--- config.mk ---
export PLATFORM = sky130hd
export DESIGN_NAME = osc_oring_ctrl
export DESIGN_NICKNAME = d
export VERILOG_FILES = /design/src/design/osc_pkg.sv /design/src/design/osc_fast_trip.sv /design/src/design/osc_oring_ctrl.sv
export SDC_FILE = /design/constraint.sdc
export NUM_CORES = 1
export LEC_CHECK = 0
export ABC_AREA = 1
export BUFFER_PORTS_ARGS = -buffer_cell sky130_fd_sc_hd__buf_2
export CORE_MARGIN = 4
export CORE_UTILIZATION = 35
export CTS_CLUSTER_SIZE = 14
export DETAILED_ROUTE_END_ITERATION = 8
export SYNTH_ARGS = -nofsm -noshare
export SYNTH_HDL_FRONTEND = slang
export SYNTH_SLANG_ARGS = --single-unit
--- constraint.sdc ---
create_clock -name MCLK -period 2.1 [get_ports MCLK]
set_input_delay 0.105 -clock MCLK [delete_from_list [all_inputs] [get_ports MCLK]]
set_output_delay 0.105 -clock MCLK [all_outputs]
set_load 0.03 [all_outputs]
--- src/design/osc_pkg.sv ---
// Constants, types and helpers shared by the ORing switch control block.
// Function
// - Set accurate flag when reverse sense difference reaches code at bits 7:6; 00=0 mV.
// - Enable switch once local minus remote sense exceeds level chosen by bits 5:4.
// - Fast path disables switch when reverse difference falls to level at bits 3:2.
// - Fast disable must persist 40 ns (bit 1 clear) or 200 ns (bit 1 set).
// - Bit 0 set bypasses fast path; only accurate decision then turns switch off.
package osc_pkg;

    localparam int CLK_MHZ = 100;
    localparam int DEB_SHORT_NS = 40;
    localparam int DEB_LONG_NS = 200;
    localparam int DEB_SHORT_CYC_I = (DEB_SHORT_NS * CLK_MHZ + 999) / 1000;
    localparam int DEB_LONG_CYC_I = (DEB_LONG_NS * CLK_MHZ + 999) / 1000;
    localparam int DEB_W = 5;
    localparam logic [DEB_W-1:0] DEB_SHORT_CYC = DEB_W'(DEB_SHORT_CYC_I);
    localparam logic [DEB_W-1:0] DEB_LONG_CYC = DEB_W'(DEB_LONG_CYC_I);

    localparam int SENSE_W = 12;
    localparam int DIFF_W = 14;

    // Register map, byte addresses on the 8-bit register port.
    localparam logic [7:0] ADDR_CONFIG = 8'h00;
    localparam logic [7:0] ADDR_STATUS = 8'h01;
    localparam logic [7:0] ADDR_IRQ_STATUS = 8'h02;
    localparam logic [7:0] ADDR_IRQ_MASK = 8'h03;

    localparam logic [7:0] CONFIG_RESET = 8'h00;
    localparam logic [2:0] IRQ_RESET = 3'h0;

    // Status and interrupt bit positions.
    localparam int BIT_SWITCH = 0;
    localparam int BIT_ACCURATE = 1;
    localparam int BIT_FAST = 2;
    localparam int EV_W = 3;

    // Accurate threshold in mV; reserved codes map to the only legal level.
    localparam logic signed [DIFF_W-1:0] ACC_THR_0MV = 14'sh0000;

    // Enable levels in ADC codes of a 4096-code range: -0.5, 0, 1 and 2 percent.
    localparam logic signed [DIFF_W-1:0] EN_THR_M0P5 = -14'sh0014;
    localparam logic signed [DIFF_W-1:0] EN_THR_0 = 14'sh0000;
    localparam logic signed [DIFF_W-1:0] EN_THR_1 = 14'sh0029;
    localparam logic signed [DIFF_W-1:0] EN_THR_2 = 14'sh0052;

    // Fast disable levels in mV.
    localparam logic signed [DIFF_W-1:0] FAST_THR_M100 = -14'sh0064;
    localparam logic signed [DIFF_W-1:0] FAST_THR_M75 = -14'sh004B;
    localparam logic signed [DIFF_W-1:0] FAST_THR_M50 = -14'sh0032;
    localparam logic signed [DIFF_W-1:0] FAST_THR_M25 = -14'sh0019;

    typedef struct packed {
        logic [1:0] acc_thr;
        logic [1:0] en_thr;
        logic [1:0] fast_thr;
        logic fast_deb;
        logic fast_bypass;
    } osc_cfg_t;

    typedef struct packed {
        logic [7:0] addr;
        logic [7:0] wdata;
        logic wr;
        logic rd;
    } osc_bus_t;

    function automatic logic signed [DIFF_W-1:0] osc_fast_level(input logic [1:0] code);
        logic signed [DIFF_W-1:0] lvl;
        unique case (code)
            2'h0: lvl = FAST_THR_M100;
            2'h1: lvl = FAST_THR_M75;
            2'h2: lvl = FAST_THR_M50;
            2'h3: lvl = FAST_THR_M25;
        endcase
        return lvl;
    endfunction

    function automatic logic signed [DIFF_W-1:0] osc_sdiff(
        input logic signed [SENSE_W:0] a,
        input logic signed [SENSE_W:0] b
    );
        return DIFF_W'(a) - DIFF_W'(b);
    endfunction

endpackage

--- src/design/osc_fast_trip.sv ---
// Debounced fast reverse-current comparator with bypass.
module osc_fast_trip
    import osc_pkg::*;
(
    input wire logic clk,
    input wire logic rst_n,
    input wire logic signed [DIFF_W-1:0] rev_diff,
    input wire logic [1:0] thr_code,
    input wire logic long_deb,
    input wire logic bypass,
    output logic trip
);

    logic [DEB_W-1:0] cnt_ff;
    logic [DEB_W-1:0] nxt_cnt;
    logic below;
    logic [DEB_W-1:0] target;

    always_comb begin
        below = rev_diff <= osc_fast_level(thr_code);
        target = long_deb ? DEB_LONG_CYC : DEB_SHORT_CYC;
        nxt_cnt = cnt_ff;
        if (bypass || !below) begin
            nxt_cnt = '0;
        end else if (cnt_ff < target) begin
            nxt_cnt = cnt_ff + DEB_W'(1);
        end
    end

    always_ff @(posedge clk or negedge rst_n) begin
        if (!rst_n) begin
            cnt_ff <= '0;
        end else begin
            cnt_ff <= nxt_cnt;
        end
    end

    // The count restarts on any sample above the level, so a glitch never trips.
    assign trip = !bypass && below && (cnt_ff >= target);

endmodule

--- src/design/osc_oring_ctrl.sv ---
// ORing switch control: configuration, enable and disable decisions, interrupts.
//
// The plain strobed port and the address map were decided locally.
module osc_oring_ctrl
    import osc_pkg::*;
(
    input wire logic MCLK,
    input wire logic RESET_N,
    input wire logic [7:0] ADDR,
    input wire logic [7:0] WDATA,
    input wire logic WR,
    input wire logic RD,
    output logic [7:0] RDATA,
    input wire logic SAMPLE_VALID,
    input wire logic signed [SENSE_W-1:0] REVERSE_SENSE_POS,
    input wire logic signed [SENSE_W-1:0] REVERSE_SENSE_NEG,
    input wire logic [SENSE_W-1:0] LOCAL_OUT_SENSE,
    input wire logic [SENSE_W-1:0] REMOTE_OUT_SENSE,
    output logic ORING_SWITCH_EN,
    output logic ACCURATE_FLAG,
    output logic IRQ
);

    typedef enum logic [1:0] {
        ST_OFF = 2'b01,
        ST_ON = 2'b10
    } osc_state_t;

    osc_bus_t bus;
    osc_cfg_t cfg_ff;
    osc_cfg_t nxt_cfg;
    logic [EV_W-1:0] irq_st_ff;
    logic [EV_W-1:0] nxt_irq_st;
    logic [EV_W-1:0] irq_mask_ff;
    logic [EV_W-1:0] nxt_irq_mask;
    logic [7:0] rdata_ff;
    logic [7:0] nxt_rdata;
    osc_state_t state_ff;
    osc_state_t nxt_state;
    logic acc_ff;
    logic nxt_acc;
    logic sw_en_ff;
    logic nxt_sw_en;
    logic signed [DIFF_W-1:0] rev_diff;
    logic signed [DIFF_W-1:0] out_diff;
    logic signed [DIFF_W-1:0] en_level;
    logic acc_hit;
    logic en_hit;
    logic fast_trip;
    logic [EV_W-1:0] events;
    logic [7:0] status_word;

    assign bus = '{addr: ADDR, wdata: WDATA, wr: WR, rd: RD};

    // Both differences are formed from the live pins every cycle.
    assign rev_diff = osc_sdiff({REVERSE_SENSE_POS[SENSE_W-1], REVERSE_SENSE_POS},
                                {REVERSE_SENSE_NEG[SENSE_W-1], REVERSE_SENSE_NEG});
    assign out_diff = osc_sdiff({1'b0, LOCAL_OUT_SENSE}, {1'b0, REMOTE_OUT_SENSE});

    // Configuration register.
    always_comb begin
        nxt_cfg = cfg_ff;
        if (bus.wr && bus.addr == ADDR_CONFIG) begin
            nxt_cfg = osc_cfg_t'(bus.wdata);
        end
    end

    always_ff @(posedge MCLK or negedge RESET_N) begin
        if (!RESET_N) begin
            cfg_ff <= osc_cfg_t'(CONFIG_RESET);
        end else begin
            cfg_ff <= nxt_cfg;
        end
    end

    // Decision levels are decoded straight from the live fields, never shadowed.
    always_comb begin
        unique case (cfg_ff.en_thr)
            2'h0: en_level = EN_THR_M0P5;
            2'h1: en_level = EN_THR_0;
            2'h2: en_level = EN_THR_1;
            2'h3: en_level = EN_THR_2;
        endcase
    end

    // Reserved accurate codes fall back to the 0 mV level rather than misbehave.
    assign acc_hit = rev_diff <= ACC_THR_0MV;
    assign en_hit = out_diff > en_level;

    osc_fast_trip u_fast (
        .clk(MCLK),
        .rst_n(RESET_N),
        .rev_diff(rev_diff),
        .thr_code(cfg_ff.fast_thr),
        .long_deb(cfg_ff.fast_deb),
        .bypass(cfg_ff.fast_bypass),
        .trip(fast_trip)
    );

    // Accurate flag follows each conversion.
    always_comb begin
        nxt_acc = acc_ff;
        if (SAMPLE_VALID) begin
            nxt_acc = acc_hit;
        end
    end

    always_ff @(posedge MCLK or negedge RESET_N) begin
        if (!RESET_N) begin
            acc_ff <= 1'b0;
        end else begin
            acc_ff <= nxt_acc;
        end
    end

    // Switch state machine.
    always_comb begin
        nxt_state = state_ff;
        unique case (state_ff)
            ST_OFF: begin
                if (SAMPLE_VALID && en_hit && !acc_hit) begin
                    nxt_state = ST_ON;
                end
            end
            ST_ON: begin
                if (fast_trip) begin
                    nxt_state = ST_OFF;
                end else if (SAMPLE_VALID && acc_hit) begin
                    nxt_state = ST_OFF;
                end
            end
            default: nxt_state = ST_OFF;
        endcase
        nxt_sw_en = nxt_state == ST_ON;
    end

    always_ff @(posedge MCLK or negedge RESET_N) begin
        if (!RESET_N) begin
            state_ff <= ST_OFF;
            sw_en_ff <= 1'b0;
        end else begin
            state_ff <= nxt_state;
            sw_en_ff <= nxt_sw_en;
        end
    end

    // Events: accurate flag rising, switch turned on, switch killed by the fast path.
    always_comb begin
        events = '0;
        events[BIT_SWITCH] = nxt_sw_en && !sw_en_ff;
        events[BIT_ACCURATE] = nxt_acc && !acc_ff;
        events[BIT_FAST] = (state_ff == ST_ON) && fast_trip;
    end

    // Interrupt status and mask; a new event wins over a clear in the same cycle.
    always_comb begin
        nxt_irq_st = irq_st_ff;
        nxt_irq_mask = irq_mask_ff;
        if (bus.wr && bus.addr == ADDR_IRQ_STATUS) begin
            nxt_irq_st = irq_st_ff & ~bus.wdata[EV_W-1:0];
        end
        if (bus.wr && bus.addr == ADDR_IRQ_MASK) begin
            nxt_irq_mask = bus.wdata[EV_W-1:0];
        end
        nxt_irq_st = nxt_irq_st | events;
    end

    always_ff @(posedge MCLK or negedge RESET_N) begin
        if (!RESET_N) begin
            irq_st_ff <= IRQ_RESET;
            irq_mask_ff <= IRQ_RESET;
        end else begin
            irq_st_ff <= nxt_irq_st;
            irq_mask_ff <= nxt_irq_mask;
        end
    end

    // Read port: data stand in the cycle after the strobe only.
    always_comb begin
        status_word = '0;
        status_word[BIT_SWITCH] = sw_en_ff;
        status_word[BIT_ACCURATE] = acc_ff;
        status_word[BIT_FAST] = fast_trip;
        nxt_rdata = '0;
        if (bus.rd) begin
            unique case (bus.addr)
                ADDR_CONFIG: nxt_rdata = cfg_ff;
                ADDR_STATUS: nxt_rdata = status_word;
                ADDR_IRQ_STATUS: nxt_rdata = {{(8 - EV_W){1'b0}}, irq_st_ff};
                ADDR_IRQ_MASK: nxt_rdata = {{(8 - EV_W){1'b0}}, irq_mask_ff};
                default: nxt_rdata = '0;
            endcase
        end
    end

    always_ff @(posedge MCLK or negedge RESET_N) begin
        if (!RESET_N) begin
            rdata_ff <= '0;
        end else begin
            rdata_ff <= nxt_rdata;
        end
    end

    assign RDATA = rdata_ff;
    assign ORING_SWITCH_EN = sw_en_ff;
    assign ACCURATE_FLAG = acc_ff;
    assign IRQ = |(irq_st_ff & irq_mask_ff);

endmodule

# == After elaboration in Yosys (flattened, before gate mapping) ==
# Index checks and enable logic that the tools add are counted.
# classes
n_eq_ne,12
reduce_logical,22
div_mod_pow,0
bitwise,4
n_shift,0
addsub,3
muxes,13
mul,0
order_cmp,5
# op_table
operator,count
$pmux 14 s4,2
$pmux 8 s4,1
$sub 12x12->13,2
$eq 8x2->1 const B,2
$mux 5,3
$gt 13x14->1,1
$le 13x14->1,1
$le 13x1->1 const B,1
$eq 2x2->1 const B,6
$logic_and 1x1->1,11
$eq 8x1->1 const B,1
$logic_not 8->1,1
$mux 8,1
$and 3x3->3,2
$eq 2x1->1 const B,3
$mux 2,3
$add 5x1->5 const B,1
$ge 5x5->1,1
$logic_not 1->1,5
$lt 5x5->1,1
$logic_not 2->1,2
$pmux 2 s2,1
$mux 3,1
$not 3->3,1
5 further kinds,5
# totals
out_inout_bits,11
ram_bits,0
inputBits,69
ff_bits,31
latchBits,0
rom_bits,0
wordCells,71
mem_count,0

# == Depth between registers and ports, before layout ==
# Gate-level depths: netlist (run 1).
# logic_depth
depth_word,10
mapped_depth,27
ltp_nobuf,27

# == Cells and area by module ==
# From an unflattened synthesis (run 1), not the netlist that was laid out.
# unflattened
cells_unflattened,503
area_unflattened_um2,3373.2
# modules_own_cells
mod,cells_per_inst,area_per_inst_um2,instances,seq_area_each_um2
osc_oring_ctrl,419,2830.2,1,651.9
osc_fast_trip,84,543.0,1,125.1

# == Worst setup path after synthesis (run 1) ==
# OpenSTA, ideal clock, no wires.
# synth_path
path_kind,input to register
from,in LOCAL_OUT_SENSE[0]
to,reg irq_st_ff[0]
arrival_time_ns,2.864
path_stages,25
t_required_ns,1.979
path_buffers,0
path_slack_ns,-0.885
setup_time_ns,0.121
cell_sequence,inv_1 -> ha_1 -> fa_1 -> o21ai_1 -> nand2_1 -> nand2_1 -> a21oi_1 -> o21ai_1 -> a21oi_1 -> o21ai_1 -> a21o_1 -> a21oi_1 -> ha_1 -> o21ai_0 -> nand2_1 -> a31oi_1 -> nand3_1 -> nand2_1 -> inv_1 -> nand3_1 -> nand2_1 -> nand2_1 -> nand2_1 -> nand4_1 -> nand2_1
# synth_between
elab_chain_len,9
# synth_rtl
element,line,source
from (decl),osc_oring_ctrl.sv:17,"input wire logic [SENSE_W-1:0] LOCAL_OUT_SENSE,"
$sub 12x12->13,osc_pkg.sv:82,return DIFF_W'(a) - DIFF_W'(b);
$gt 13x14->1,osc_oring_ctrl.sv:88,assign en_hit = out_diff > en_level;
$logic_and 1x1->1 (2 in a row),osc_oring_ctrl.sv:121,if (SAMPLE_VALID && en_hit && !acc_hit) begin
$mux 2,osc_oring_ctrl.sv:121,
$pmux 2 s2,osc_oring_ctrl.sv:119,unique case (state_ff)
$eq 2x2->1,osc_oring_ctrl.sv:134,nxt_sw_en = nxt_state == ST_ON;
$logic_and 1x1->1,osc_oring_ctrl.sv:150,events[BIT_SWITCH] = nxt_sw_en && !sw_en_ff;
$or 3x3->3,osc_oring_ctrl.sv:165,nxt_irq_st = nxt_irq_st | events;
named net nxt_irq_st[0],osc_oring_ctrl.sv:33,logic [EV_W-1:0] nxt_irq_st;
to (signal assigned),osc_oring_ctrl.sv:173,irq_st_ff <= nxt_irq_st;
to (decl),osc_oring_ctrl.sv:32,logic [EV_W-1:0] irq_st_ff;
# The timed path passes the listed nets, and every way through them passes these cells.
# A chain may end at the register's enable or synchronous reset.

# == Final worst setup path (run 1) ==
# layout_path
from,in LOCAL_OUT_SENSE[2]
to,reg irq_st_ff[0]
# The elaborated chain is that of the path after synthesis.

==> impl_summary.md, run 1 <==
Run status
The flow ran to the end, but the final reports show violations. The checks that failed: setup timing.

Worst setup path
The number of cells on the worst reg-to-reg path is 17. The critical path launch point type is a primary input. On the worst path, the slowest cell contributes a delay of 0.28 ns. STA puts the critical path data arrival time at 2.80 ns.

In this design, the critical path's most frequently occurring cell is sky130_fd_sc_hd__nand2_1. Together, buffers and inverters on the worst path number 3. The critical path crosses 27 cells after its start point. The slowest stage of the critical path is the sky130_fd_sc_hd__ha_1 cell. The critical path capture point type is a register. STA puts the critical path data required time at 2.27 ns. The kind of critical path is primary input to register. The cell family contributing the most delay on the critical path is compound AO/OA/AOI/OAI gates. The largest fanout on the critical path is 4.

Detailed routing
The post-detailed-route count of antenna-violating nets is 0. Summing over every cut layer, the via total after detailed routing is 3576. Before antenna repair, the detailed router went through 4 iterations.

In the routed design, unresolved DRC markers number 0. The average detailed-routed wire length per instance is 11.0 um. Dividing the detail-routed via count by the number of cells gives 4.57.

Summed over all layers, the routed wires come to 8.56 mm. The number of DRC markers in iteration 0 is 66.

Placement
The post-placement cell count is 756. The post-detailed-placement half-perimeter wirelength is 6.98 mm. Once placement finished, the instance area stood at 4480 um2.

The pre-CTS setup slack is -1.05 ns. The count of buffers added on input and output ports is 79. The final RePlAce weighted congestion is 0.845.

Die
The region available for standard cell placement spans 9370 um2. The initial utilization of the core area, before any placement, comes to 0.365. The die covers 11400 um2. The vertical die dimension is 107 um. In this run the core area contains 35 standard-cell rows. The number of ports placed on the die boundary is 80. The x dimension of the die is 107 um.

GRT
The initial antenna violation count is 0. The met2 track demand over resource is 0.272. For this run, global-route usage on met3 was measured as 0.0319. The number of global-route vias before repair is 3400. The first global-routing pass estimated 14.2 mm of wire. The maximum number of pins on one net before global-route repair is 32. For this run, the total global-route usage over all layers was measured as 0.147. The global routing met1 resource utilization is 0.176.

The most utilized layer in the global route result is met2. For this run the aggregate overflow at the end of global routing stands at 0.

Synthesis
In this run, distinct cell masters in the synthesized netlist total 40. In this run the cell area of the synthesized design comes to 3420 um2. In this run, synthesis produced a sequential element count of 31. The portion of synthesized cell area occupied by the leading cell type is 0.220. After synthesis, the mean cell area works out to 6.89 um2. In the synthesized netlist, the number of instances is 496. Among all flip-flop cells after synthesis, the most frequent one is sky130_fd_sc_hd__dfrtp_1. The number of flops mapped to enable cells by yosys is 0. The fraction of synthesis flops using an asynchronous set or reset pin is 1.00. The synthesis warning total is 0. By area the synthesized netlist is led by sky130_fd_sc_hd__dfrtp_1, sky130_fd_sc_hd__ha_1, sky130_fd_sc_hd__nand2_1, sky130_fd_sc_hd__inv_1, sky130_fd_sc_hd__nand3_1. The cell type contributing the most total cell area after synthesis is sky130_fd_sc_hd__dfrtp_1. The synthesized net count is 618. The share of synthesized area occupied by flip-flops and latches is 0.227.

Cells and area
The proportion of layout cells with a drive suffix above 1 is 0.407. For this run, the post-layout net count is 774. The growth of design area from synthesis to finish is 46.7%. The post-route cell area is 5020 um2. Counting the fill cells in the layout gives 924. Leaving out filler cells and counting taps, the final layout contains 782.

The number of diodes is 0.

Clock network
The clock net in this run drives a total of 31 sinks. The longest clock path from root to sink contains 2 buffers. The CTS tree is yes.

The clock network latency to the later pin of the worst-skew pair is 0.28 ns. CTS placed an instance of sky130_fd_sc_hd__clkbuf_8 at the clock tree root. After clock tree synthesis, the clock-pin slew on the worst setup and hold paths is 0.07 ns. The H-tree generated during clock tree synthesis spans 2 levels. Counting the buffers created by CTS gives 5.

Timing
The worst-case clock skew is 0.00823 ns. The count of endpoints failing setup in the final report is 13. The number of max-slew violations in the final report is 0. The highest clock frequency the design can meet is 380 MHz. The post-route clock period utilization is 1.25.

The transition at the pin with the smallest max-transition slack is 0.681 ns. Measured against its own limit, the worst slew margin works out to 0.546. The post-layout worst setup margin is -0.535 ns. Setup repair after global routing could not meet its margin everywhere. The setup TNS is -2.57 ns. The count of endpoints failing hold in the final timing report is 0. The post-layout minimum cycle time is 2.63 ns.

Hold path
The hold-critical path depth is 2. The worst hold path class is primary input to register.

Pwr
In this run the power density over the cells is 505 nW/um2. The maximum VDD drop is 0.233 mV. The reported net switching power is 0.000996 W. Of the total power, the share spent switching nets is 0.393. The fraction of power consumed by combinational cells is 0.534. The share of total power dissipated in the clock network is 0.182. The leakage component of the power is 2.71 nW.

The internal portion of total power is 0.00154 W. The proportion of power drawn by flip-flops and latches is 0.284.

Run
The number of maximum-capacitance violations is 0.
-- what timing repair did --
item                                   4_1_cts  5_1_grt
pin swaps                                   35       27
endpoints found under the hold margin       30        0
gates resized for setup                     32       44
hold buffers                                 1        0
gates cloned                                 0        0
setup endpoints to repair                   11       13
buffers inserted                            12        6
-- synthesized netlist by cell type, types with 3 or more instances --
master	instances
sky130_fd_sc_hd__nand4_1	12
sky130_fd_sc_hd__a21oi_1	24
sky130_fd_sc_hd__a21oi_2	3
sky130_fd_sc_hd__o21ai_0	16
sky130_fd_sc_hd__dfrtp_1	30
sky130_fd_sc_hd__nand2_2	17
sky130_fd_sc_hd__xor2_1	9
sky130_fd_sc_hd__o21ai_1	8
sky130_fd_sc_hd__xnor2_1	7
sky130_fd_sc_hd__nor2_2	7
sky130_fd_sc_hd__a31oi_1	4
sky130_fd_sc_hd__nor2_1	33
sky130_fd_sc_hd__nand2_1	110
sky130_fd_sc_hd__ha_1	51
sky130_fd_sc_hd__clkbuf_1	3
sky130_fd_sc_hd__inv_1	97
sky130_fd_sc_hd__nor3_1	7
sky130_fd_sc_hd__nand3_1	26
sky130_fd_sc_hd__inv_2	7
-- kinds of logic after synthesis --
kind of cell | share of synthesized area
buffers and inverters | 0.121
and+or+nand+nor | 0.301
xor gates and xnor gates | 0.0410
AOI/OAI and AO/OA | 0.111
adders and majority gates | 0.198
DFF | 0.227
-- power by group through the flow --
stage / logic (W) / registers (W) / clock network, W
2_1_floorplan: 0.000768 / 0.000729 / 0
3_3_place_gp: 0.00116 / 0.000728 / 0
3_5_place_dp: 0.00120 / 0.000730 / 0
4_1_cts: 0.00128 / 0.000719 / 0.000470
5_1_grt: 0.00153 / 0.000728 / 0.000506
6_report: 0.00135 / 0.000719 / 0.000460
-- sequential cells by signal, indices dropped and copies added (netlist names) --
| register | cells |
|---|---|
| irq_mask_ff | 3 |
| state_ff | 2 |
| cfg_ff | 8 |
| RDATA | 8 |
| irq_st_ff | 3 |
| ORING_SWITCH_EN | 1 |
| ACCURATE_FLAG | 1 |
| u_fast.cnt_ff | 5 |
-- stage by stage --
stage                      util  power [W]  hold WS (ns)
after global placement    0.478    0.00188         0.185
final                     0.535    0.00253        0.0646
after floorplan               -    0.00150        -0.191
after detailed placement  0.478    0.00193         0.187
after global routing      0.535    0.00277        0.0738
after CTS                 0.512    0.00247        0.0740
-- cells in the final DEF (no fill, tap or decap), drive strengths merged, types with 2 or more instances in the layout --
cell and count:
buf 153, nand2 127, inv 104, ha 51
nor2 42, dfrtp 30, nand3 28, a21oi 27
o21ai 24, nand4 12, xor2 9, nor3 8
xnor2 7, clkbuf 5, a31oi 4, o21bai 3
a221oi 2, fa 2, clkinvlp 2
-- final timing paths --
| check | to | slack, ns | from |
|---|---|---|---|
| max in group asynchronous | irq_st_ff[1] | 1.26 | RESET_N |
| min in group asynchronous | u_fast.cnt_ff[0] | 0.39 | RESET_N |
| worst min-delay path | ACCURATE_FLAG | 0.06 | SAMPLE_VALID |
| worst min register to register | cfg_ff[1] | 0.49 | cfg_ff[1] |
| worst max-delay path | irq_st_ff[0] | -0.53 | LOCAL_OUT_SENSE[2] |
| worst max register to register | irq_st_ff[0] | -0.18 | cfg_ff[5] |
-- metal layers --
metal	routed length, um	part of all wire
met5	0	0
met4	86	0.010
met3	424	0.050
met2	4370	0.51
met1	3680	0.43
-- layout make-up --
class	instances	area [um2]	share of cell area
Clock inverter	3	20.0	0.00399
Sequential cell	31	777	0.155
Tap cell	129	161	0.0322
Timing Repair Buffer	154	1040	0.208
Multi-Input combinational cell	356	2530	0.504
Clock buffer	5	68.8	0.0137
Inverter	104	415	0.0828
Note: power is estimated with default switching activity, not from simulation.
==> inputs of run 2 (changes only) <==
--- a/config.mk
+++ b/config.mk
@@ -9,6 +9,7 @@
 export BUFFER_PORTS_ARGS = -buffer_cell sky130_fd_sc_hd__buf_2
 export CORE_MARGIN = 4
 export CORE_UTILIZATION = 35
+export CTS_BUF_LIST = sky130_fd_sc_hd__clkbuf_16
 export CTS_CLUSTER_SIZE = 14
 export DETAILED_ROUTE_END_ITERATION = 8
 export SYNTH_ARGS = -nofsm -noshare
==> run 2 against run 1 <==
Against the previous run: the run still ends with setup timing left; die area stayed put; register-to-register slack is essentially flat; critical endpoint unchanged; hold slack better by 0.011 ns; via count rose by 0.34%; cell area grew 0.75%.
==> impl_summary.md, run 2 (synthesized netlist as in run 1, its figures left out) <==
Timing
Setup repair after global routing could not meet its margin everywhere. Timing would allow up to 379 MHz. Hold is met by 0.0752 ns. The transition at the pin with the smallest max-transition slack is 0.677 ns. Counting I/O delays and the setup requirement, the final critical path takes 2.64 ns. Clock skew on the completed layout was measured at 0.00568 ns. Dividing the final minimum period by the clock period gives 1.26. The count of endpoints failing setup in the final report is 10. The number of max-slew violations in the final report is 0. Once routing completed, OpenROAD measured the worst setup slack at -0.537 ns. Headroom to the max-slew limit came out at 0.548.

The count of endpoints failing hold in the final timing report came to 0.

Cells and area
The area taken by multi-input logic gates is 2530 um2. The fill cell instance count of the final layout is 919. At the end of the flow, the number of nets in the layout was 772. Summing all non-filler instances in the final layout gives an area of 5050 um2.

The top cell types in the final layout, fill and taps aside, are sky130_fd_sc_hd__nand2_1, sky130_fd_sc_hd__inv_1, sky130_fd_sc_hd__buf_2, sky130_fd_sc_hd__buf_4, sky130_fd_sc_hd__ha_1. The most common cell after layout, fill and taps aside is sky130_fd_sc_hd__nand2_1. The area growth from synthesis to layout is 47.8%. For this run, the share of the core covered by cells in the final layout is 0.539. The number of diodes is 0. Registers take 777 um2. The proportion of layout cells with a drive suffix above 1 is 0.406.

GRT
The number of global-route vias before repair came to 3431. The met2 track demand over resource is 0.274. The maximum number of pins on one net before global-route repair is 32. The global routing met1 resource utilization is 0.177. In this run the most used layer during global routing was met2. In the global route stage, met3 resource usage came out at 0.0319.

The total global-route track usage is 0.148. After global routing the overflow that remains totals 0. The initial antenna violation count was 0. The global-route wire length before repair is 14.3 mm.

Placement
Input and output buffers added on the ports amount to 79. The final RePlAce weighted congestion is 0.845. The placed instance area is 4480 um2.

Before CTS, the worst setup slack after placement is -1.05 ns. Detailed placement ended at an HPWL of 6.98 mm.

Die
In this run the count of I/O pins placed on the die edge is 80. In this run the core area contains 35 standard-cell rows. The initial cell density of the core is 0.365. The vertical die dimension is 107 um. The total core area is 9370 um2. The die is 107 um wide. The area of the die is 11400 um2.

Pwr
Cell internal power was estimated by the tool at 0.00174 W. Dividing total power by cell area gives a power density of 548 nW/um2. Of the total power, combinational logic draws 0.489. The proportion of power drawn by flip-flops and latches is 0.261.

The share of power burned in the clock network is 0.251. In this run the power spent charging and discharging nets is 0.00103 W. IR analysis of the VDD net gives a maximum drop of 0.302 mV.

Of the total power, the share spent switching nets is 0.371. The overall power consumption is 0.00277 W. For this design the static power due to leakage is 2.73 nW.

Clock network
The cell sitting at the root of the clock tree is a sky130_fd_sc_hd__clkbuf_16. No sink is reached through more buffers than the 2 on the longest clock path. The count of H-tree levels built during CTS is 2. At the later pin of the worst-skew pair, clock insertion delay measures 0.27 ns.

Counting every sink on the clock net gives 31. The clock buffer count from CTS is 5. The CTS tree is yes. The clock transition at the registers of the reported paths is 0.05 ns.

Detailed routing
The detailed-route DRC error count is 0. The number of detailed-routing iterations run before antenna repair is 6. The overall routed net length is 8.64 mm.

The post-detailed-route count of antenna-violating nets is 0. Across all layers, the routed design uses 3588 vias. The average detailed-routed wire length per instance is 11.1 um. The via density per instance is 4.60. The number of DRC markers in iteration 0 is 76.

Worst setup path
By instance count, the cell type seen most on the critical path is sky130_fd_sc_hd__nand2_1. The critical path launch point type is a primary input. STA classifies the critical path endpoint as a register. The slowest stage of the critical path is the sky130_fd_sc_hd__ha_1 cell. The delay of the slowest cell on the worst path is 0.28 ns. The kind of critical path is primary input to register. The largest fanout on the critical path is 4. Data arrives at the worst endpoint at 2.80 ns. The required time at the worst-slack endpoint is 2.26 ns.

Run
The number of maximum-capacitance violations is 0.

Hold path
The tightest min-delay check is of the primary input to register type.

Run status
The checks that failed: setup timing. The flow ran to the end, but the final reports show violations.
run 2: power groups by stage:
| stage | sequential, W | combinational [W] | clock, W |
|---|---|---|---|
| after floorplan | 0.000729 | 0.000768 | 0 |
| after detailed placement | 0.000730 | 0.00120 | 0 |
| after global placement | 0.000728 | 0.00116 | 0 |
| after CTS | 0.000720 | 0.00128 | 0.000703 |
| after global routing | 0.000730 | 0.00153 | 0.000738 |
| final | 0.000721 | 0.00135 | 0.000695 |
run 2: final timing paths:
check / from / to / slack [ns] / depth (start not counted)
max: LOCAL_OUT_SENSE[2] / irq_st_ff[0] / -0.54 / 27
min: SAMPLE_VALID / ACCURATE_FLAG / 0.08 / 2
max reg2reg: cfg_ff[5] / irq_st_ff[0] / -0.17 / 17
min reg2reg: cfg_ff[6] / RDATA[6] / 0.49 / 2
max in group asynchronous: RESET_N / RDATA[1] / 1.25 / 2
min in group asynchronous: RESET_N / u_fast.cnt_ff[2] / 0.40 / 2
run 2: layout make-up:
cell class              count  area share
multi-input cells         356       0.500
repair buffers            152       0.203
flip-flops and latches     31       0.154
inverters                 104      0.0822
well taps                 129      0.0319
clock buffers               5      0.0248
clock inverters             3     0.00396
run 2: critical path, delay by kind of cell:
| kind | cells | cell delay [ns] |
|---|---|---|
| compound gates | 7 | 0.98 |
| simple gates | 14 | 0.88 |
| fa+ha+maj | 2 | 0.53 |
| buf+inv | 3 | 0.17 |
| xor+xnor | 1 | 0.13 |
run 2: metrics by stage:
step | setup TNS [ns] | instances
floorplan | -3.01 | 496
global placement | -6.15 | 756
detailed placement | -6.80 | 756
CTS | -2.83 | 777
global route | -4.77 | 780
finish | -2.37 | 780
run 2: layer usage:
| metal | vias up | part of all wire | routed length, um |
|---|---|---|---|
| li1 | 1890 | - | - |
| met1 | 1609 | 0.43 | 3720 |
| met2 | 76 | 0.51 | 4380 |
| met3 | 13 | 0.051 | 438 |
| met4 | 0 | 0.012 | 100 |
| met5 | - | 0 | 0 |
run 2: repair_timing:
item                       CTS  global route
setup endpoints to repair   11            13
resized for setup           32            43
cloned                       0             0
pin swaps                   34            26
hold buffers                 1             0
hold endpoints to repair    30             0
buffers inserted            12             4
